<file path="src/design/asr_map.svh">
// Register offsets, field positions, reset values and serial codes of the status register block.
`ifndef ASR_MAP_SVH
`define ASR_MAP_SVH
`define ASR_SEL_STATUS 3'h0
`define ASR_SEL_W 3
`define ASR_RW_SINGLE_WRITE 2'h0
`define ASR_RW_SINGLE_READ 2'h1
`define ASR_RW_CONT_START 2'h2
`define ASR_RW_CONT_STOP 2'h3
`define ASR_CMD_RW_HI 5
`define ASR_CMD_RW_LO 4
`define ASR_CMD_SEL_HI 2
`define ASR_CMD_SEL_LO 0
`define ASR_CMD_BODY_BITS 3'h7
`define ASR_STOP_CODE 8'h30
`define ASR_BYTE_BITS 4'h8
`define ASR_RDY_BIT 7
`define ASR_FILTER_SETTLED_FLAG_BIT 6
`define ASR_LPWR_BIT 5
`define ASR_MISSING_REFERENCE_FLAG_BIT 4
`define ASR_RST_READY 1'h1
`define ASR_RST_SETTLED 1'h1
`define ASR_RST_LPWR 1'h0
`define ASR_RST_MISSING_REFERENCE_FLAG 1'h0
`define ASR_RST_MODE_BITS 4'h0
`define ASR_WEN_ACTIVE 1'h0
`define ASR_SCLK_IDLE 1'h1
`endif

</file>
<file path="src/design/asr_pkg.sv">
// Types shared by the status register block.
package asr_pkg;
   typedef logic [7:0] asr_byte_t;
   typedef logic [3:0] asr_mode_bits_t;
   typedef logic [2:0] asr_sel_t;
   typedef logic [1:0] asr_rw_t;
   typedef enum logic [1:0] {
      ASR_WAIT_WEN,
      ASR_CMD_BODY,
      ASR_READ_ONE,
      ASR_READ_CONT
   } asr_port_state_t;
endpackage

</file>
<file path="src/design/asr_shift_out.sv">
// Byte shifter that drives the serial data output, most significant bit first.
`timescale 1ns/100ps
`include "asr_map.svh"
module asr_shift_out (
   input wire logic clock_i,
   input wire logic rst_i,
   input wire logic load_i,
   input wire asr_pkg::asr_byte_t load_data_i,
   input wire logic sclk_rise_i,
   input wire logic sclk_fall_i,
   output logic dout_o,
   output logic done_o
);
   import asr_pkg::*;

   asr_byte_t shift_q;
   logic [3:0] count_q;
   logic active_q;

   assign dout_o = shift_q[`ASR_RDY_BIT];
   assign done_o = active_q && sclk_rise_i && (count_q == `ASR_BYTE_BITS - 4'h1);

   // The next bit moves out on the falling edge so it is stable at the host's rising edge.
   always_ff @(posedge clock_i or posedge rst_i) begin
      if (rst_i) begin
         shift_q <= 8'h00;
      end else if (load_i) begin
         shift_q <= load_data_i;
      end else if (active_q && sclk_fall_i && (count_q != 4'h0)) begin
         // Bit seven is already out after the load, so the first fall of a byte must not shift it away.
         shift_q <= {shift_q[6:0], 1'h0};
      end
   end

   always_ff @(posedge clock_i or posedge rst_i) begin
      if (rst_i) begin
         count_q <= 4'h0;
         active_q <= 1'h0;
      end else if (load_i) begin
         count_q <= 4'h0;
         active_q <= 1'h1;
      end else if (done_o) begin
         count_q <= 4'h0;
         active_q <= 1'h0;
      end else if (active_q && sclk_rise_i) begin
         count_q <= count_q + 4'h1;
      end
   end
endmodule

</file>
<file path="src/design/asr_status_register.sv">
// Converter status register with its three-wire serial read path.
// Functional notes
// - The status register is eight bits wide and read only, and no serial write can change it.
// - The register is shifted out bit seven first, down to bit zero.
// - After reset ready and settled read one, low power and missing reference read zero, low bits are open.
// - The ready flag always equals the active-low data-ready pin.
// - The settled flag is refreshed on each new filter result only while fast-settling mode is on.
// - In fast-settling mode early results from an unsettled second-stage filter keep settled high.
// - Those early results still pull the ready pin and flag low.
// - When the second-stage filter has settled, settled clears in the same update that lowers ready.
// - Without fast-settling mode ever used, settled clears at the first data read and stays so.
// - The command transfer mode selects single write, single read, start or stop of continuous read.
// - After a single read the port goes back to waiting for a command write.
// - Ready goes low on each data update and high again once the full result has been read.
`timescale 1ns/100ps
`include "asr_map.svh"
module asr_status_register (
   input wire logic clock_i,
   input wire logic rst_i,
   input wire logic sclk_i,
   input wire logic din_i,
   output logic dout_o,
   output logic ready_n_o,
   input wire logic data_update_i,
   input wire logic data_read_done_i,
   input wire logic fast_settling_mode_i,
   input wire logic filter_settled_i,
   input wire logic low_power_i,
   input wire logic missing_reference_i,
   input wire asr_pkg::asr_mode_bits_t mode_dependent_i,
   output logic other_cmd_o,
   output asr_pkg::asr_rw_t transfer_mode_field_o,
   output asr_pkg::asr_sel_t register_select_field_o,
   output asr_pkg::asr_port_state_t port_state_o
);
   import asr_pkg::*;

   function automatic logic is_status_read(input asr_rw_t rw, input asr_sel_t sel);
      is_status_read = (sel == `ASR_SEL_STATUS) &&
                       ((rw == `ASR_RW_SINGLE_READ) || (rw == `ASR_RW_CONT_START));
   endfunction

   logic sclk_q;
   logic sclk_rise;
   logic sclk_fall;
   asr_port_state_t state_q;
   logic [6:0] cmd_q;
   logic [2:0] cmd_count_q;
   asr_byte_t watch_q;
   logic ready_q;
   logic settled_q;
   logic fast_seen_q;
   logic low_power_flag;
   logic missing_reference_flag;
   asr_mode_bits_t mode_dependent_bits;
   asr_byte_t converter_status;
   logic cmd_done;
   logic load;
   logic shift_done;
   logic [6:0] cmd_full;
   asr_rw_t cmd_rw;
   asr_sel_t cmd_sel;

   // The serial clock is taken as synchronous, so one stage of history is enough for edges.
   always_ff @(posedge clock_i or posedge rst_i) begin
      if (rst_i) begin
         // The serial clock idles high, so history starts high and no false rise follows reset.
         sclk_q <= `ASR_SCLK_IDLE;
      end else begin
         sclk_q <= sclk_i;
      end
   end
   assign sclk_rise = sclk_i && !sclk_q;
   assign sclk_fall = !sclk_i && sclk_q;

   assign cmd_full = {cmd_q[5:0], din_i};
   assign cmd_rw = cmd_full[`ASR_CMD_RW_HI:`ASR_CMD_RW_LO];
   assign cmd_sel = cmd_full[`ASR_CMD_SEL_HI:`ASR_CMD_SEL_LO];
   assign cmd_done = (state_q == ASR_CMD_BODY) && sclk_rise && (cmd_count_q == `ASR_CMD_BODY_BITS - 3'h1);
   assign load = (cmd_done && is_status_read(cmd_rw, cmd_sel)) ||
                 ((state_q == ASR_READ_CONT) && shift_done);

   // Incoming command bits, collected after a write-enable bit of zero.
   always_ff @(posedge clock_i or posedge rst_i) begin
      if (rst_i) begin
         cmd_q <= 7'h00;
         cmd_count_q <= 3'h0;
      end else if (state_q == ASR_WAIT_WEN) begin
         cmd_count_q <= 3'h0;
      end else if ((state_q == ASR_CMD_BODY) && sclk_rise) begin
         cmd_q <= cmd_full;
         cmd_count_q <= cmd_count_q + 3'h1;
      end
   end

   // In continuous read the input line is still watched for the stop code.
   always_ff @(posedge clock_i or posedge rst_i) begin
      if (rst_i) begin
         watch_q <= 8'h00;
      end else if (state_q != ASR_READ_CONT) begin
         watch_q <= 8'h00;
      end else if (sclk_rise) begin
         watch_q <= {watch_q[6:0], din_i};
      end
   end

   always_ff @(posedge clock_i or posedge rst_i) begin
      if (rst_i) begin
         state_q <= ASR_WAIT_WEN;
      end else begin
         case (state_q)
            ASR_WAIT_WEN: begin
               if (sclk_rise && (din_i == `ASR_WEN_ACTIVE)) begin
                  state_q <= ASR_CMD_BODY;
               end
            end
            ASR_CMD_BODY: begin
               if (cmd_done) begin
                  if (is_status_read(cmd_rw, cmd_sel) && (cmd_rw == `ASR_RW_CONT_START)) begin
                     state_q <= ASR_READ_CONT;
                  end else if (is_status_read(cmd_rw, cmd_sel)) begin
                     state_q <= ASR_READ_ONE;
                  end else begin
                     // Writes, stop codes and other registers are handed on; status is never written.
                     state_q <= ASR_WAIT_WEN;
                  end
               end
            end
            ASR_READ_ONE: begin
               if (shift_done) begin
                  state_q <= ASR_WAIT_WEN;
               end
            end
            ASR_READ_CONT: begin
               if (sclk_rise && ({watch_q[6:0], din_i} == `ASR_STOP_CODE)) begin
                  state_q <= ASR_WAIT_WEN;
               end
            end
            default: begin
               state_q <= ASR_WAIT_WEN;
            end
         endcase
      end
   end

   // Pulse and fields for the neighbouring register blocks that own the other selections.
   always_ff @(posedge clock_i or posedge rst_i) begin
      if (rst_i) begin
         other_cmd_o <= 1'h0;
         transfer_mode_field_o <= `ASR_RW_SINGLE_WRITE;
         register_select_field_o <= `ASR_SEL_STATUS;
      end else begin
         other_cmd_o <= cmd_done && !is_status_read(cmd_rw, cmd_sel);
         if (cmd_done) begin
            transfer_mode_field_o <= cmd_rw;
            register_select_field_o <= cmd_sel;
         end
      end
   end

   // Ready: an update wins over a read completing in the same cycle, so no result is lost.
   always_ff @(posedge clock_i or posedge rst_i) begin
      if (rst_i) begin
         ready_q <= `ASR_RST_READY;
      end else if (data_update_i) begin
         ready_q <= 1'h0;
      end else if (data_read_done_i) begin
         ready_q <= 1'h1;
      end
   end

   always_ff @(posedge clock_i or posedge rst_i) begin
      if (rst_i) begin
         fast_seen_q <= 1'h0;
      end else if (fast_settling_mode_i) begin
         fast_seen_q <= 1'h1;
      end
   end

   always_ff @(posedge clock_i or posedge rst_i) begin
      if (rst_i) begin
         settled_q <= `ASR_RST_SETTLED;
      end else if (data_update_i && fast_settling_mode_i) begin
         // High for early results, low in the very update that lowers ready.
         settled_q <= !filter_settled_i;
      end else if (data_read_done_i && !fast_seen_q && !fast_settling_mode_i) begin
         settled_q <= 1'h0;
      end
   end

   // Live flags are registered so a byte read never sees a half-changed value.
   always_ff @(posedge clock_i or posedge rst_i) begin
      if (rst_i) begin
         low_power_flag <= `ASR_RST_LPWR;
         missing_reference_flag <= `ASR_RST_MISSING_REFERENCE_FLAG;
         mode_dependent_bits <= `ASR_RST_MODE_BITS;
      end else begin
         low_power_flag <= low_power_i;
         missing_reference_flag <= missing_reference_i;
         mode_dependent_bits <= mode_dependent_i;
      end
   end

   always_comb begin
      converter_status = {4'h0, mode_dependent_bits};
      converter_status[`ASR_RDY_BIT] = ready_q;
      converter_status[`ASR_FILTER_SETTLED_FLAG_BIT] = settled_q;
      converter_status[`ASR_LPWR_BIT] = low_power_flag;
      converter_status[`ASR_MISSING_REFERENCE_FLAG_BIT] = missing_reference_flag;
   end

   assign ready_n_o = ready_q;
   assign port_state_o = state_q;

   asr_shift_out u_shift (
      .clock_i(clock_i),
      .rst_i(rst_i),
      .load_i(load),
      .load_data_i(converter_status),
      .sclk_rise_i(sclk_rise),
      .sclk_fall_i(sclk_fall),
      .dout_o(dout_o),
      .done_o(shift_done)
   );
endmodule

</file>
<file path="config.mk">
export PLATFORM = sky130hd
export DESIGN_NAME = asr_status_register
export DESIGN_NICKNAME = d
export VERILOG_FILES = /design/src/design/asr_pkg.sv /design/src/design/asr_shift_out.sv /design/src/design/asr_status_register.sv
export VERILOG_INCLUDE_DIRS = /design/src /design/src/design
export SDC_FILE = /design/constraint.sdc
export NUM_CORES = 1
export LEC_CHECK = 0
export BUFFER_PORTS_ARGS = -buffer_cell sky130_fd_sc_hd__buf_4
export CAP_MARGIN = 25
export CORE_ASPECT_RATIO = 1.1
export CORE_MARGIN = 1
export CORE_UTILIZATION = 50
export CTS_BUF_LIST = sky130_fd_sc_hd__clkbuf_2
export DETAILED_ROUTE_END_ITERATION = 10
export HOLD_SLACK_MARGIN = 0.05
export PLACE_DENSITY = 0.72
export SLEW_MARGIN = 20
export SYNTH_ARGS = -nofsm -noshare
export SYNTH_HDL_FRONTEND = slang
export SYNTH_SLANG_ARGS = --single-unit
</file>
<file path="constraint.sdc">
create_clock -name clock_i -period 2.35 [get_ports clock_i]
set_input_delay 0.235 -clock clock_i [delete_from_list [all_inputs] [get_ports clock_i]]
set_output_delay 0.235 -clock clock_i [all_outputs]
set_load 0.05 [all_outputs]
</file>
Word level (Yosys, flattened, before mapping)
Cells that the tools add are included.
{ "op_classes": {"n_reduce_logical": 38, "n_bitwise": 2, "n_addsub": 2, "n_mux": 22, "n_eq_ne": 13} }
{ "ops": {"columns": ["op", "n"], "rows": [
  ["logical AND 1 bit", 18],
  ["two-way mux 8 bit", 2],
  ["two-way mux 7 bit", 2],
  ["two-way mux 2 bit", 6],
  ["two-way mux 4 bit", 3],
  ["nonzero test 2 bit", 6],
  ["equality test 8 x 6 -> 1 bit (second input constant)", 1],
  ["one-hot mux 2 bit (4 select lines)", 1],
  ["equality test 2 bit (second input constant)", 3],
  ["logical NOT 1 bit", 6],
  ["two-way mux 1 bit", 6],
  ["two-way mux 3 bit", 2],
  ["inequality test 2 bit (second input constant)", 3],
  ["adder 4 x 1 -> 4 bit (second input constant)", 1],
  ["equality test 2 x 1 -> 1 bit (second input constant)", 2],
  ["equality test 4 x 3 -> 1 bit (second input constant)", 1],
  ["inequality test 2 x 1 -> 1 bit (second input constant)", 2],
  ["AND reduction 4 bit", 1],
  ["nonzero test 4 bit", 1],
  ["adder 3 x 1 -> 3 bit (second input constant)", 1],
  ["equality test 3 bit (second input constant)", 1],
  ["logical NOT 3 bit", 1],
  ["nonzero test 3 bit", 1],
  ["logical NOT 2 bit", 1],
  ["3 further kinds", 5]
]} }
{ "word_totals": {"input_bits": 14, "elab_cells": 94, "register_bits": 46} }

Depth between registers and ports, before layout
Gate-level depths: netlist (run 1).
{ "depth": {"word_depth": 7, "mapped_depth": 6, "mapped_depth_nobuf": 6} }

Cells and area by module
Synthesis (run 1) repeated with hierarchy kept, for this count alone.
{ "hier_totals": {"hier_cells": 190, "hier_area_um2": 2069.5} }
{ "by_module_without_submodules": {"columns": ["module", "instances", "cells_per_inst", "seq_area_each_um2", "area_per_inst_um2"], "rows": [
  ["asr_status_register", 1, 114, 829.5, 1362.6],
  ["asr_shift_out", 1, 76, 325.3, 706.9]
]} }

Worst setup path before layout (run 1)
Ideal clock, no wire load.
{ "synth_timing": {"path_type": "register -> register", "startpoint": "register state_q[0], in the netlist port_state_o[0]", "endpoint": "register u_shift.shift_q[1]", "stages_incl_launch_ff": 6, "setup_time_ps": 128, "t_required_ps": 2222, "setup_slack_ps": 422, "arrival_time_ps": 1801, "path_cell_list": "dfrtp_1 > buf_2 > nand2b_1 > nor3b_4 > a31oi_4 > mux2_1"} }
{ "synth_between": {"elab_chain_len": 6, "word_cells_on_any_way": 9} }
{ "synth_lines": {"columns": ["element", "line_no", "source"], "rows": [
  ["start: declaration", "asr_status_register.sv:46", "asr_port_state_t state_q;"],
  ["start signal: assignment", "asr_status_register.sv:109", "state_q <= ASR_WAIT_WEN;"],
  ["start signal: assignment", "asr_status_register.sv:114", "state_q <= ASR_CMD_BODY;"],
  ["start signal: assignment", "asr_status_register.sv:120", "state_q <= ASR_READ_CONT;"],
  ["equality test 2 x 1 -> 1 bit", "asr_status_register.sv:79", "assign cmd_done = (state_q == ASR_CMD_BODY) && sclk_rise && (cmd_count_q == `ASR_CMD_BODY_BITS - 3'h1);"],
  ["logical AND 1 bit (2 in a row)", "asr_status_register.sv:79", null],
  ["logical AND 1 bit", "asr_status_register.sv:80", "assign load = (cmd_done && is_status_read(cmd_rw, cmd_sel)) ||"],
  ["logical OR 1 bit (*)", "asr_status_register.sv:80", null],
  ["two-way mux 8 bit or nonzero test 2 bit (tied branches)", null, null],
  ["end signal: assignment", "asr_shift_out.sv:28", "shift_q <= load_data_i;"],
  ["end signal: assignment", "asr_shift_out.sv:31", "shift_q <= {shift_q[6:0], 1'h0};"],
  ["end: declaration", "asr_shift_out.sv:16", "asr_byte_t shift_q;"]
]} }
Every way passes the cells marked *; elsewhere a longest branch is shown, timed or not.
A chain may end at the register's enable or synchronous reset.

Final worst setup path (run 1)
{ "layout_timing": {"startpoint": "register cmd_q[3]", "endpoint": "register u_shift.shift_q[1]"} }
{ "layout_between": {"elab_chain_len": 6, "word_cells_on_any_way": 8} }
{ "layout_lines": {"columns": ["element", "line_no", "source"], "rows": [
  ["start: declaration", "asr_status_register.sv:47", "logic [6:0] cmd_q;"],
  ["start signal: assignment", "asr_status_register.sv:91", "cmd_q <= cmd_full;"],
  ["equality test 2 x 1 -> 1 bit (no source line) or equality test 2 bit (tied branches)", null, null],
  ["logical OR 1 bit (*)", "asr_status_register.sv:40", "((rw == `ASR_RW_SINGLE_READ) || (rw == `ASR_RW_CONT_START));"],
  ["logical AND 1 bit (*)", "asr_status_register.sv:39", "is_status_read = (sel == `ASR_SEL_STATUS) &&"],
  ["logical AND 1 bit (*)", "asr_status_register.sv:80", null],
  ["logical OR 1 bit (*)", "asr_status_register.sv:80", null],
  ["two-way mux 8 bit or nonzero test 2 bit (tied branches)", null, null]
]} }
Marks and branches as above.

==> flow_summary.yaml, run 1 <==
grt:
  grt_pass1_wl_um: 6460
  grt_pass1_vias: 1438
  grt_max_degree: 30
  antenna_found_initial: 0
  grt_remaining_overflow: 0
  gr-usage-all-layers_pct: 19.2
worst_setup_path:
  path_delay_family: "simple AND/OR/NAND/NOR gates"
  worstSetupPathType: "reg -> reg"
  crit_required_ps: 2650
  cp.buffers_inverters: 1
  crit_chain: "inv_1 -> ha_1 -> nor4_4 -> nor3b_4 -> a31oi_4 -> mux2_1"
  endpoint_kind: "flop"
  worstPathMaxFanout: 9
  slowest_stage: "dfrtp_1"
  startpoint_type: "flop"
  worstPathArrival_ps: 2280
  critPathMaxStageDelay_ps: 410
power_and_ir_drop:
  power_switching_mw: 0.449
  internal-power_mw: 1.06
  p_sw_share_pct: 29.6
  p_comb_share_pct: 17.8
  ir_worst_vdd_mv: 0.383
  p_leak_nw: 1.17
  power_density_nw_per_um2: 614
  p_seq_share_pct: 61.4
  clkPwrFrac_pct: 20.8
  power.total_mw: 1.51
clocking:
  cts_post_setup_buffers_inserted: 0
  clock-sinks: 46
  ctsHoldBuffers: 13
  htreeDepth: 2
  clk_latency_ps: 410
  cts_root_buf: "clkbuf_2"
  cts_resized: 0
  cts_buffer_depth: 2
  cts_tree: "yes"
  cts_made_buffers: 5
  clkTransAtPathRegs_ps: 210
timing:
  finalMaxSlewViolations: 0
  whs_ps: 335
  setup_viol: 0
  rsz0062_at_grt: "false"
  skew_ps: 24.5
  fin_crit_sh_pct: 84.4
  tightestPinTransition_ps: 614
  finalHoldViolCount: 0
  slew_headroom_pct: 58.8
  fin_tns_setup_ps: 0
  fmax_mhz: 504
  fin_crit_ps: 1980
floorplanning:
  rows: 24
  core_um2: 3960
  die_w_um: 63.1
  die_area_um2: 4370
  ioPinCount: 24
  fp.dieH_um: 69.2
  initial_utilization_pct: 51.8
logic_synthesis:
  synth_nets: 189
  syn_area_per_cell_um2: 12.1
  yosys_warnings: 0
  synth-seq-cells: 46
  syn_inst: 170
  ys_seq_area_share_pct: 56.2
  syn_area_um2: 2050
  ys_types: 38
cells_and_area:
  nNetsFinal: 230
  fillers: 330
  mostFrequentLayoutCells: "dfrtp_1, nand2_1, buf_4"
  drive_above_1_share_pct: 28.8
  area_growth_pct: 20.0
  final_util_pct: 62.2
  antenna_cells: 0
  final_area_um2: 2460
  layout_commonest_cell: "dfrtp_1"
job:
  maxCapViolations: 0
worst_hold_path:
  hold_path_class: "in -> async"
placed_design:
  postPlaceCellArea_um2: 2290
  dp_hpwl_um: 2590
  gp_congestion: 0.886
  port_buffers: 23
routing:
  ant_nets: 0
  drc: 0
  routed_wl_um: 3680
  vias_per_cell: 5.28
  dr.pass1.iters: 4
  drt_iter0_markers: 52
  via_count: 1394
  routedWlPerCell_um: 14.0
run_status:
  status: "complete, no violations"
## synth_stat cells, drive strengths merged
cell type / n / area, µm²
o21a: 1 / 7.51
a211o: 1 / 8.76
or3: 1 / 6.26
a31oi: 1 / 21.3
nand4b: 2 / 23.8
a221o: 1 / 10.0
a21oi: 13 / 65.1
nor4: 2 / 27.5
mux2i: 3 / 30.0
nand2b: 2 / 12.5
nand2: 26 / 97.6
a211oi: 1 / 20.0
buf: 2 / 10.0
dfstp: 3 / 78.8
mux2: 23 / 263
nand4: 1 / 6.26
o211ai: 2 / 15.0
a22o: 1 / 8.76
and3b: 1 / 8.76
nand3: 1 / 5.00
dfrtp: 43 / 1080
clkbuf: 3 / 11.3
inv: 7 / 26.3
ha: 5 / 62.6
or2: 2 / 12.5
xor2: 2 / 17.5
nor3: 5 / 30.0
nor3b: 1 / 18.8
o22ai: 1 / 6.26
o21ai: 3 / 15.0
nor2b: 3 / 18.8
nor2: 6 / 22.5
nand3b: 1 / 11.3
## layout make-up
| type | instances | area [µm²] | share of cell area [%] |
|---|---|---|---|
| sequential | 46 | 1150 | 46.9 |
| multi-input combinational | 112 | 852 | 34.6 |
| timing repair buffer | 39 | 328 | 13.3 |
| tap | 52 | 65.1 | 2.64 |
| clock buffer | 7 | 35.0 | 1.42 |
| inverter | 7 | 26.3 | 1.07 |
| clock inverter | 1 | 3.75 | 0.152 |
## cells by family (layout without fill, tap and decap cells)
kind of cell               after synthesis  after routing  synth area share, %
xor gates and xnor gates                 2              2                0.853
DFF                                     46             46                 56.2
adders and majority gates                5              5                 3.05
buffers and inverters                   12             54                 2.31
AOI/OAI and AO/OA                       25             25                 8.65
muxes                                   26             26                 14.3
and+or+nand+nor                         54             54                 14.7
## per-stage QoR
step / setup WS, ps / std cells
2_1_floorplan: 422 / 170
3_3_place_gp: 444 / 242
3_5_place_dp: 372 / 242
4_1_cts: 353 / 263
5_1_grt: 250 / 264
6_report: 367 / 264
## worst reg2reg max path: cells and delay by family, from the launching register on
kind | cells | cell delay, ps
AOI/OAI and AO/OA | 1 | 130
adders and majority gates | 1 | 320
buffers and inverters | 1 | 70
DFF | 1 | 410
muxes | 1 | 360
and+or+nand+nor | 2 | 580
## final timing paths
| kind | from | end | slack [ps] | cells past startpoint |
|---|---|---|---|---|
| max | cmd_q[3] | u_shift.shift_q[1] | 370 | 6 |
| min | rst_i | u_shift.shift_q[3] | 340 | 3 |
| max reg2reg | cmd_q[3] | u_shift.shift_q[1] | 370 | 6 |
| min reg2reg | mode_dependent_bits[3] | u_shift.shift_q[3] | 480 | 1 |
| max in group asynchronous | rst_i | sclk_q | 1240 | 4 |
| min in group clock_i | low_power_i | low_power_flag | 460 | 2 |
## flip-flops by register name, indices dropped and copies added, names as in the netlist
register and cells:
cmd_count_q 3, cmd_q 5, fast_seen_q 1, low_power_flag 1, missing_reference_flag 1, mode_dependent_bits 4
other_cmd_o 1, port_state_o 2, ready_n_o 1, register_select_field_o 3, sclk_q 1, settled_q 1
transfer_mode_field_o 2, u_shift.active_q 1, u_shift.count_q 4, u_shift.shift_q 8, watch_q 7
## layer usage
metal	global-route usage, %	vias up	wire length [µm]
li1	-	671	-
met1	23.7	691	1650
met2	32.5	26	1830
met3	4.61	6	146
met4	7.24	0	57
met5	0	-	0
## power groups by stage
stage          Clock, mW  Combinational (mW)  Sequential, mW
2_1_floorplan          0               0.179           0.943
3_3_place_gp           0               0.241           0.941
3_5_place_dp           0               0.250           0.944
4_1_cts            0.325               0.273           0.929
5_1_grt            0.361               0.301           0.942
6_report           0.315               0.269           0.929
No activity file was read; power rests on OpenSTA's default activity.
==> run 2, diff against run 1 <==
==> constraint.sdc (replaced) <==
create_clock -name clock_i -period 1.9 [get_ports clock_i]
set_input_delay 0.19 -clock clock_i [delete_from_list [all_inputs] [get_ports clock_i]]
set_output_delay 0.19 -clock clock_i [all_outputs]
set_load 0.05 [all_outputs]
==> flow_summary.yaml, run 2 (same netlist as run 1, synthesis figures left out) <==
run_status:
  status: "complete, no violations"
grt:
  gr-usage-met1_pct: 22.6
  grtUsageMet2_pct: 36.6
  grt.busiest_layer: "met2"
  grt_pass1_wl_um: 6760
  met3_usage_pct: 5.92
  antenna_found_initial: 0
  grt_pass1_vias: 1505
  gr-usage-all-layers_pct: 20.5
  grt_max_degree: 47
  grt_remaining_overflow: 0
clocking:
  clock-sinks: 46
  cts_root_buf: "clkbuf_2"
  htreeDepth: 2
  clkTransAtPathRegs_ps: 230
  cts_buffer_depth: 2
  cts_tree: "yes"
  clk_latency_ps: 420
  cts_made_buffers: 5
power_and_ir_drop:
  power_density_nw_per_um2: 841
  ir_worst_vdd_mv: 0.725
  p_leak_nw: 1.25
routing:
  vias_per_cell: 5.42
  via_count: 1485
  routed_wl_um: 4110
  ant_nets: 0
  drc: 0
  dr.pass1.iters: 4
  routedWlPerCell_um: 15.0
  drt_iter0_markers: 71
timing:
  tightestPinTransition_ps: 576
  fin_crit_ps: 1870
  slew_headroom_pct: 61.6
  finalMaxSlewViolations: 0
  fin_crit_sh_pct: 98.3
  fmax_mhz: 535
  rsz0062_at_grt: "true"
  finalHoldViolCount: 0
  setup_viol: 0
  skew_ps: 18.9
worst_setup_path:
  worstPathMaxFanout: 4
  worstRegToRegCells: 6
  r2r-start: "cmd_q[3]"
  worstPathArrival_ps: 2210
  rrSetupSlack_ps: 30
  crit_required_ps: 2250
  endpoint_kind: "flop"
  startpoint_type: "flop"
  reg2reg_to: "u_shift.shift_q[1]"
  worstSetupPathType: "reg -> reg"
floorplanning:
  initial_utilization_pct: 51.8
  fp.dieH_um: 69.2
  die_w_um: 63.1
  rows: 24
  ioPinCount: 24
  die_area_um2: 4370
  core_um2: 3960
worst_hold_path:
  hold_path_class: "in -> reg"
  worstHoldStart: "mode_dependent_i[0]"
  min_to: "mode_dependent_bits[0]"
  worstHoldPathCells: 2
cells_and_area:
  final_area_um2: 2630
  reg_top3: "u_shift.shift_q: 8 flops, watch_q: 7 flops, cmd_q: 5 flops"
  area_growth_pct: 28.1
  final_cells: 274
  largest_reg_flops: 8
  antenna_cells: 0
  nNetsFinal: 240
  mostFrequentLayoutCells: "dfrtp_1, buf_4, nand2_1"
  fillers: 324
  layout_commonest_cell: "dfrtp_1"
  final_util_pct: 66.4
  drive_above_1_share_pct: 36.0
  top_register: "u_shift.shift_q"
placed_design:
  place_inst: 247
  postPlaceCellArea_um2: 2320
  port_buffers: 23
  dp_hpwl_um: 2690
  gp_congestion: 0.855
job:
  maxCapViolations: 0
-- run 2: cell count changes in the layout (fill, tap and decap cells not counted), moves of 2 or more --
cell | previous run | this run
buf_4 | 25 | 34
bufinv_16 | 0 | 2
clkbuf_2 | 7 | 5
clkinv_1 | 2 | 0
mux2_1 | 6 | 1
mux2_4 | 1 | 6
-- run 2: timing repair --
item,CTS,global route
gates resized for setup,0,7
gates cloned,0,1
hold endpoints to repair,56,0
setup endpoints to repair,2,7
hold buffers,14,0
buffers inserted,1,3
-- run 2: worst max-delay path: stages, from the launching register on --
cell	delay, ps
dfrtp_1	450
inv_2	90
ha_4	210
nor4_4	170
nor3b_4	370
a31oi_2	140
mux2_1	350
-- run 2: per-stage QoR --
stage	total power, mW	hold WS, ps	TNS (ps)	setup WS, ps
after global routing	2.32	365	-275	-60.8
after floorplan	1.39	194	0	96.7
final	2.21	395	0	31.9
after global placement	1.46	299	0	118
after CTS	2.18	383	0	8.96
after detailed placement	1.48	300	0	35.9
-- run 2: area by class of cell --
class / instances / area (µm²) / area share (%)
timing repair buffer: 48 / 395 / 15.0
multi-input combinational: 113 / 896 / 34.0
inverter: 7 / 26.3 / 0.998
tap: 52 / 65.1 / 2.47
clock buffer: 5 / 25.0 / 0.951
sequential: 46 / 1160 / 43.9
clock inverter: 3 / 68.8 / 2.61
-- run 2: power by group --
| part | internal [mW] | switching, mW |
|---|---|---|
| combinational | 0.188 | 0.190 |
| sequential | 1.06 | 0.102 |
| clock | 0.356 | 0.314 |
| total | 1.61 | 0.606 |
-- run 2: worst max path at each step --
stage,start,end,slack [ps],cells after the start
global route,cmd_q[3],u_shift.shift_q[1],-60,6
finish,cmd_q[3],u_shift.shift_q[1],30,6
floorplan,port_state_o[1],u_shift.shift_q[1],100,4
detailed placement,u_shift.count_q[0],u_shift.shift_q[3],40,6
global placement,sclk_q,u_shift.shift_q[2],120,5
CTS,cmd_q[3],u_shift.shift_q[4],9,6
-- run 2: layer usage --
layer	up-vias	share of wire, %
met5	-	0
met2	30	54
met4	0	1.6
met1	755	40
li1	694	-
met3	6	4.2
==> run 3, diff against run 2 <==
--- a/config.mk
+++ b/config.mk
@@ -6,7 +6,7 @@
 export SDC_FILE = /design/constraint.sdc
 export NUM_CORES = 1
 export LEC_CHECK = 0
-export BUFFER_PORTS_ARGS = -buffer_cell sky130_fd_sc_hd__buf_4
+export BUFFER_PORTS_ARGS = -buffer_cell sky130_fd_sc_hd__buf_2
 export CAP_MARGIN = 25
 export CORE_ASPECT_RATIO = 1.1
 export CORE_MARGIN = 1
@@ -15,6 +15,7 @@
 export DETAILED_ROUTE_END_ITERATION = 10
 export HOLD_SLACK_MARGIN = 0.05
 export PLACE_DENSITY = 0.72
+export SKIP_LAST_GASP = 1
 export SLEW_MARGIN = 20
 export SYNTH_ARGS = -nofsm -noshare
 export SYNTH_HDL_FRONTEND = slang
==> flow_summary.yaml, run 3 (same netlist as run 1, synthesis figures left out) <==
grt:
  grt_max_degree: 19
  antenna_found_initial: 0
  grt_pass1_wl_um: 6760
  grt_remaining_overflow: 0
  gr-usage-all-layers_pct: 20.2
  grt_pass1_vias: 1517
floorplanning:
  ioPinCount: 24
  fp.dieH_um: 69.2
  core_um2: 3960
  die_w_um: 63.1
  initial_utilization_pct: 51.8
  die_area_um2: 4370
  rows: 24
worst_setup_path:
  crit_required_ps: 2210
  startpoint_type: "flop"
  worstSetupPathType: "reg -> reg"
  worstRegToRegCells: 6
  worstPathArrival_ps: 2140
  worstPathMaxFanout: 9
  endpoint_kind: "flop"
clocking:
  cts_made_buffers: 5
  clk_latency_ps: 400
  cts_root_buf: "clkbuf_2"
  cts_tree: "yes"
  clock-sinks: 46
  clkTransAtPathRegs_ps: 210
  htreeDepth: 2
  cts_buffer_depth: 2
routing:
  drt_iter0_markers: 94
  routedWlPerCell_um: 13.9
  vias_per_cell: 5.25
  drc: 0
  routed_wl_um: 3810
  ant_nets: 0
  via_count: 1439
  dr.pass1.iters: 4
timing:
  rsz0062_at_grt: "true"
  skew_ps: 8.63
  tightestPinTransition_ps: 572
  fin_tns_setup_ps: 0
  slew_headroom_pct: 61.8
  finalMaxSlewViolations: 0
  fin_ws_ps: 77.1
  setup_viol: 0
  finalHoldViolCount: 0
  fmax_mhz: 549
  fin_crit_sh_pct: 95.9
  fin_crit_ps: 1820
power_and_ir_drop:
  power.total_mw: 2.17
  internal-power_mw: 1.59
  p_comb_share_pct: 17.1
  power_density_nw_per_um2: 852
  power_switching_mw: 0.578
  p_seq_share_pct: 53.2
  clkPwrFrac_pct: 29.7
  p_sw_share_pct: 26.6
  p_leak_nw: 1.23
  ir_worst_vdd_mv: 0.544
cells_and_area:
  top_register: "u_shift.shift_q"
  mostFrequentLayoutCells: "dfrtp_1, nand2_1, buf_2"
  area_growth_pct: 24.1
  drive_above_1_share_pct: 32.9
  nNetsFinal: 240
  antenna_cells: 0
  fillers: 338
  layout_commonest_cell: "dfrtp_1"
  final_area_um2: 2550
  largest_reg_flops: 8
  reg_top3: "u_shift.shift_q: 8 flops, watch_q: 7 flops, cmd_q: 5 flops"
  final_cells: 274
placed_design:
  dp_hpwl_um: 2740
  port_buffers: 23
  postPlaceCellArea_um2: 2270
  gp_congestion: 0.886
  pre_cts_slack_ps: 64.2
  place_inst: 248
worst_hold_path:
  hold_path_class: "in -> async"
run_status:
  status: "complete, no violations"
job:
  maxCapViolations: 0
run 3: changes by cell type in the layout (fill, tap and decap cells not counted):
cell,change
a31oi_2,-1
buf_2,+23
buf_4,-23
buf_6,+1
clkinv_1,+1
clkinv_4,-1
inv_1,+1
inv_2,-1
mux2_1,+5
mux2_4,-5
run 3: power by group through the flow:
stage | clock network, mW | registers (mW) | logic (mW)
floorplan | 0 | 1.17 | 0.221
global placement | 0 | 1.16 | 0.287
detailed placement | 0 | 1.17 | 0.306
CTS | 0.673 | 1.15 | 0.331
global route | 0.704 | 1.17 | 0.415
finish | 0.645 | 1.16 | 0.372
run 3: layout make-up:
| cell class | instances | area, µm² | area share [%] |
|---|---|---|---|
| sequential | 46 | 1160 | 45.3 |
| timing repair buffer | 49 | 349 | 13.7 |
| clock inverter | 3 | 63.8 | 2.50 |
| multi-input combinational | 112 | 865 | 33.9 |
| clock buffer | 5 | 25.0 | 0.981 |
| tap | 52 | 65.1 | 2.55 |
| inverter | 7 | 26.3 | 1.03 |
run 3: metrics by stage:
stage                     hold slack (ps)  util, %
after floorplan                       194        -
after global placement                222     57.4
after detailed placement              231     57.4
after CTS                             278     63.2
after global routing                  305     64.3
final                                 307     64.3
run 3: worst paths after layout:
check	start	to	slack (ps)
hold / removal	rst_i	u_shift.count_q[2]	310
setup / recovery	u_shift.count_q[0]	u_shift.shift_q[6]	80
hold reg to reg	fast_seen_q	fast_seen_q	480
setup reg to reg	u_shift.count_q[0]	u_shift.shift_q[6]	80
min in group clock_i	mode_dependent_i[0]	mode_dependent_bits[0]	410
max in group asynchronous	rst_i	ready_n_o	930
run 3: metal layers:
| metal | GRT usage (%) | wire length (µm) | vias to the layer above |
|---|---|---|---|
| met5 | 0 | 0 | - |
| met3 | 4.11 | 134 | 12 |
| met4 | 8.53 | 97 | 0 |
| li1 | - | - | 689 |
| met1 | 22.7 | 1540 | 704 |
| met2 | 36.4 | 2030 | 34 |
run 3: repair_timing:
action | CTS | global route
setup endpoints to repair | 0 | 7
resized for setup | 0 | 2
hold buffers | 14 | 0
buffers inserted | 0 | 4
hold endpoints to repair | 21 | 0
run 3: worst max-delay path, stage by stage (launching register included):
cell      delay, ps
dfrtp_1         440
inv_1            70
ha_1            220
a211oi_4        200
buf_6           170
mux2_2          340
mux2_1          280
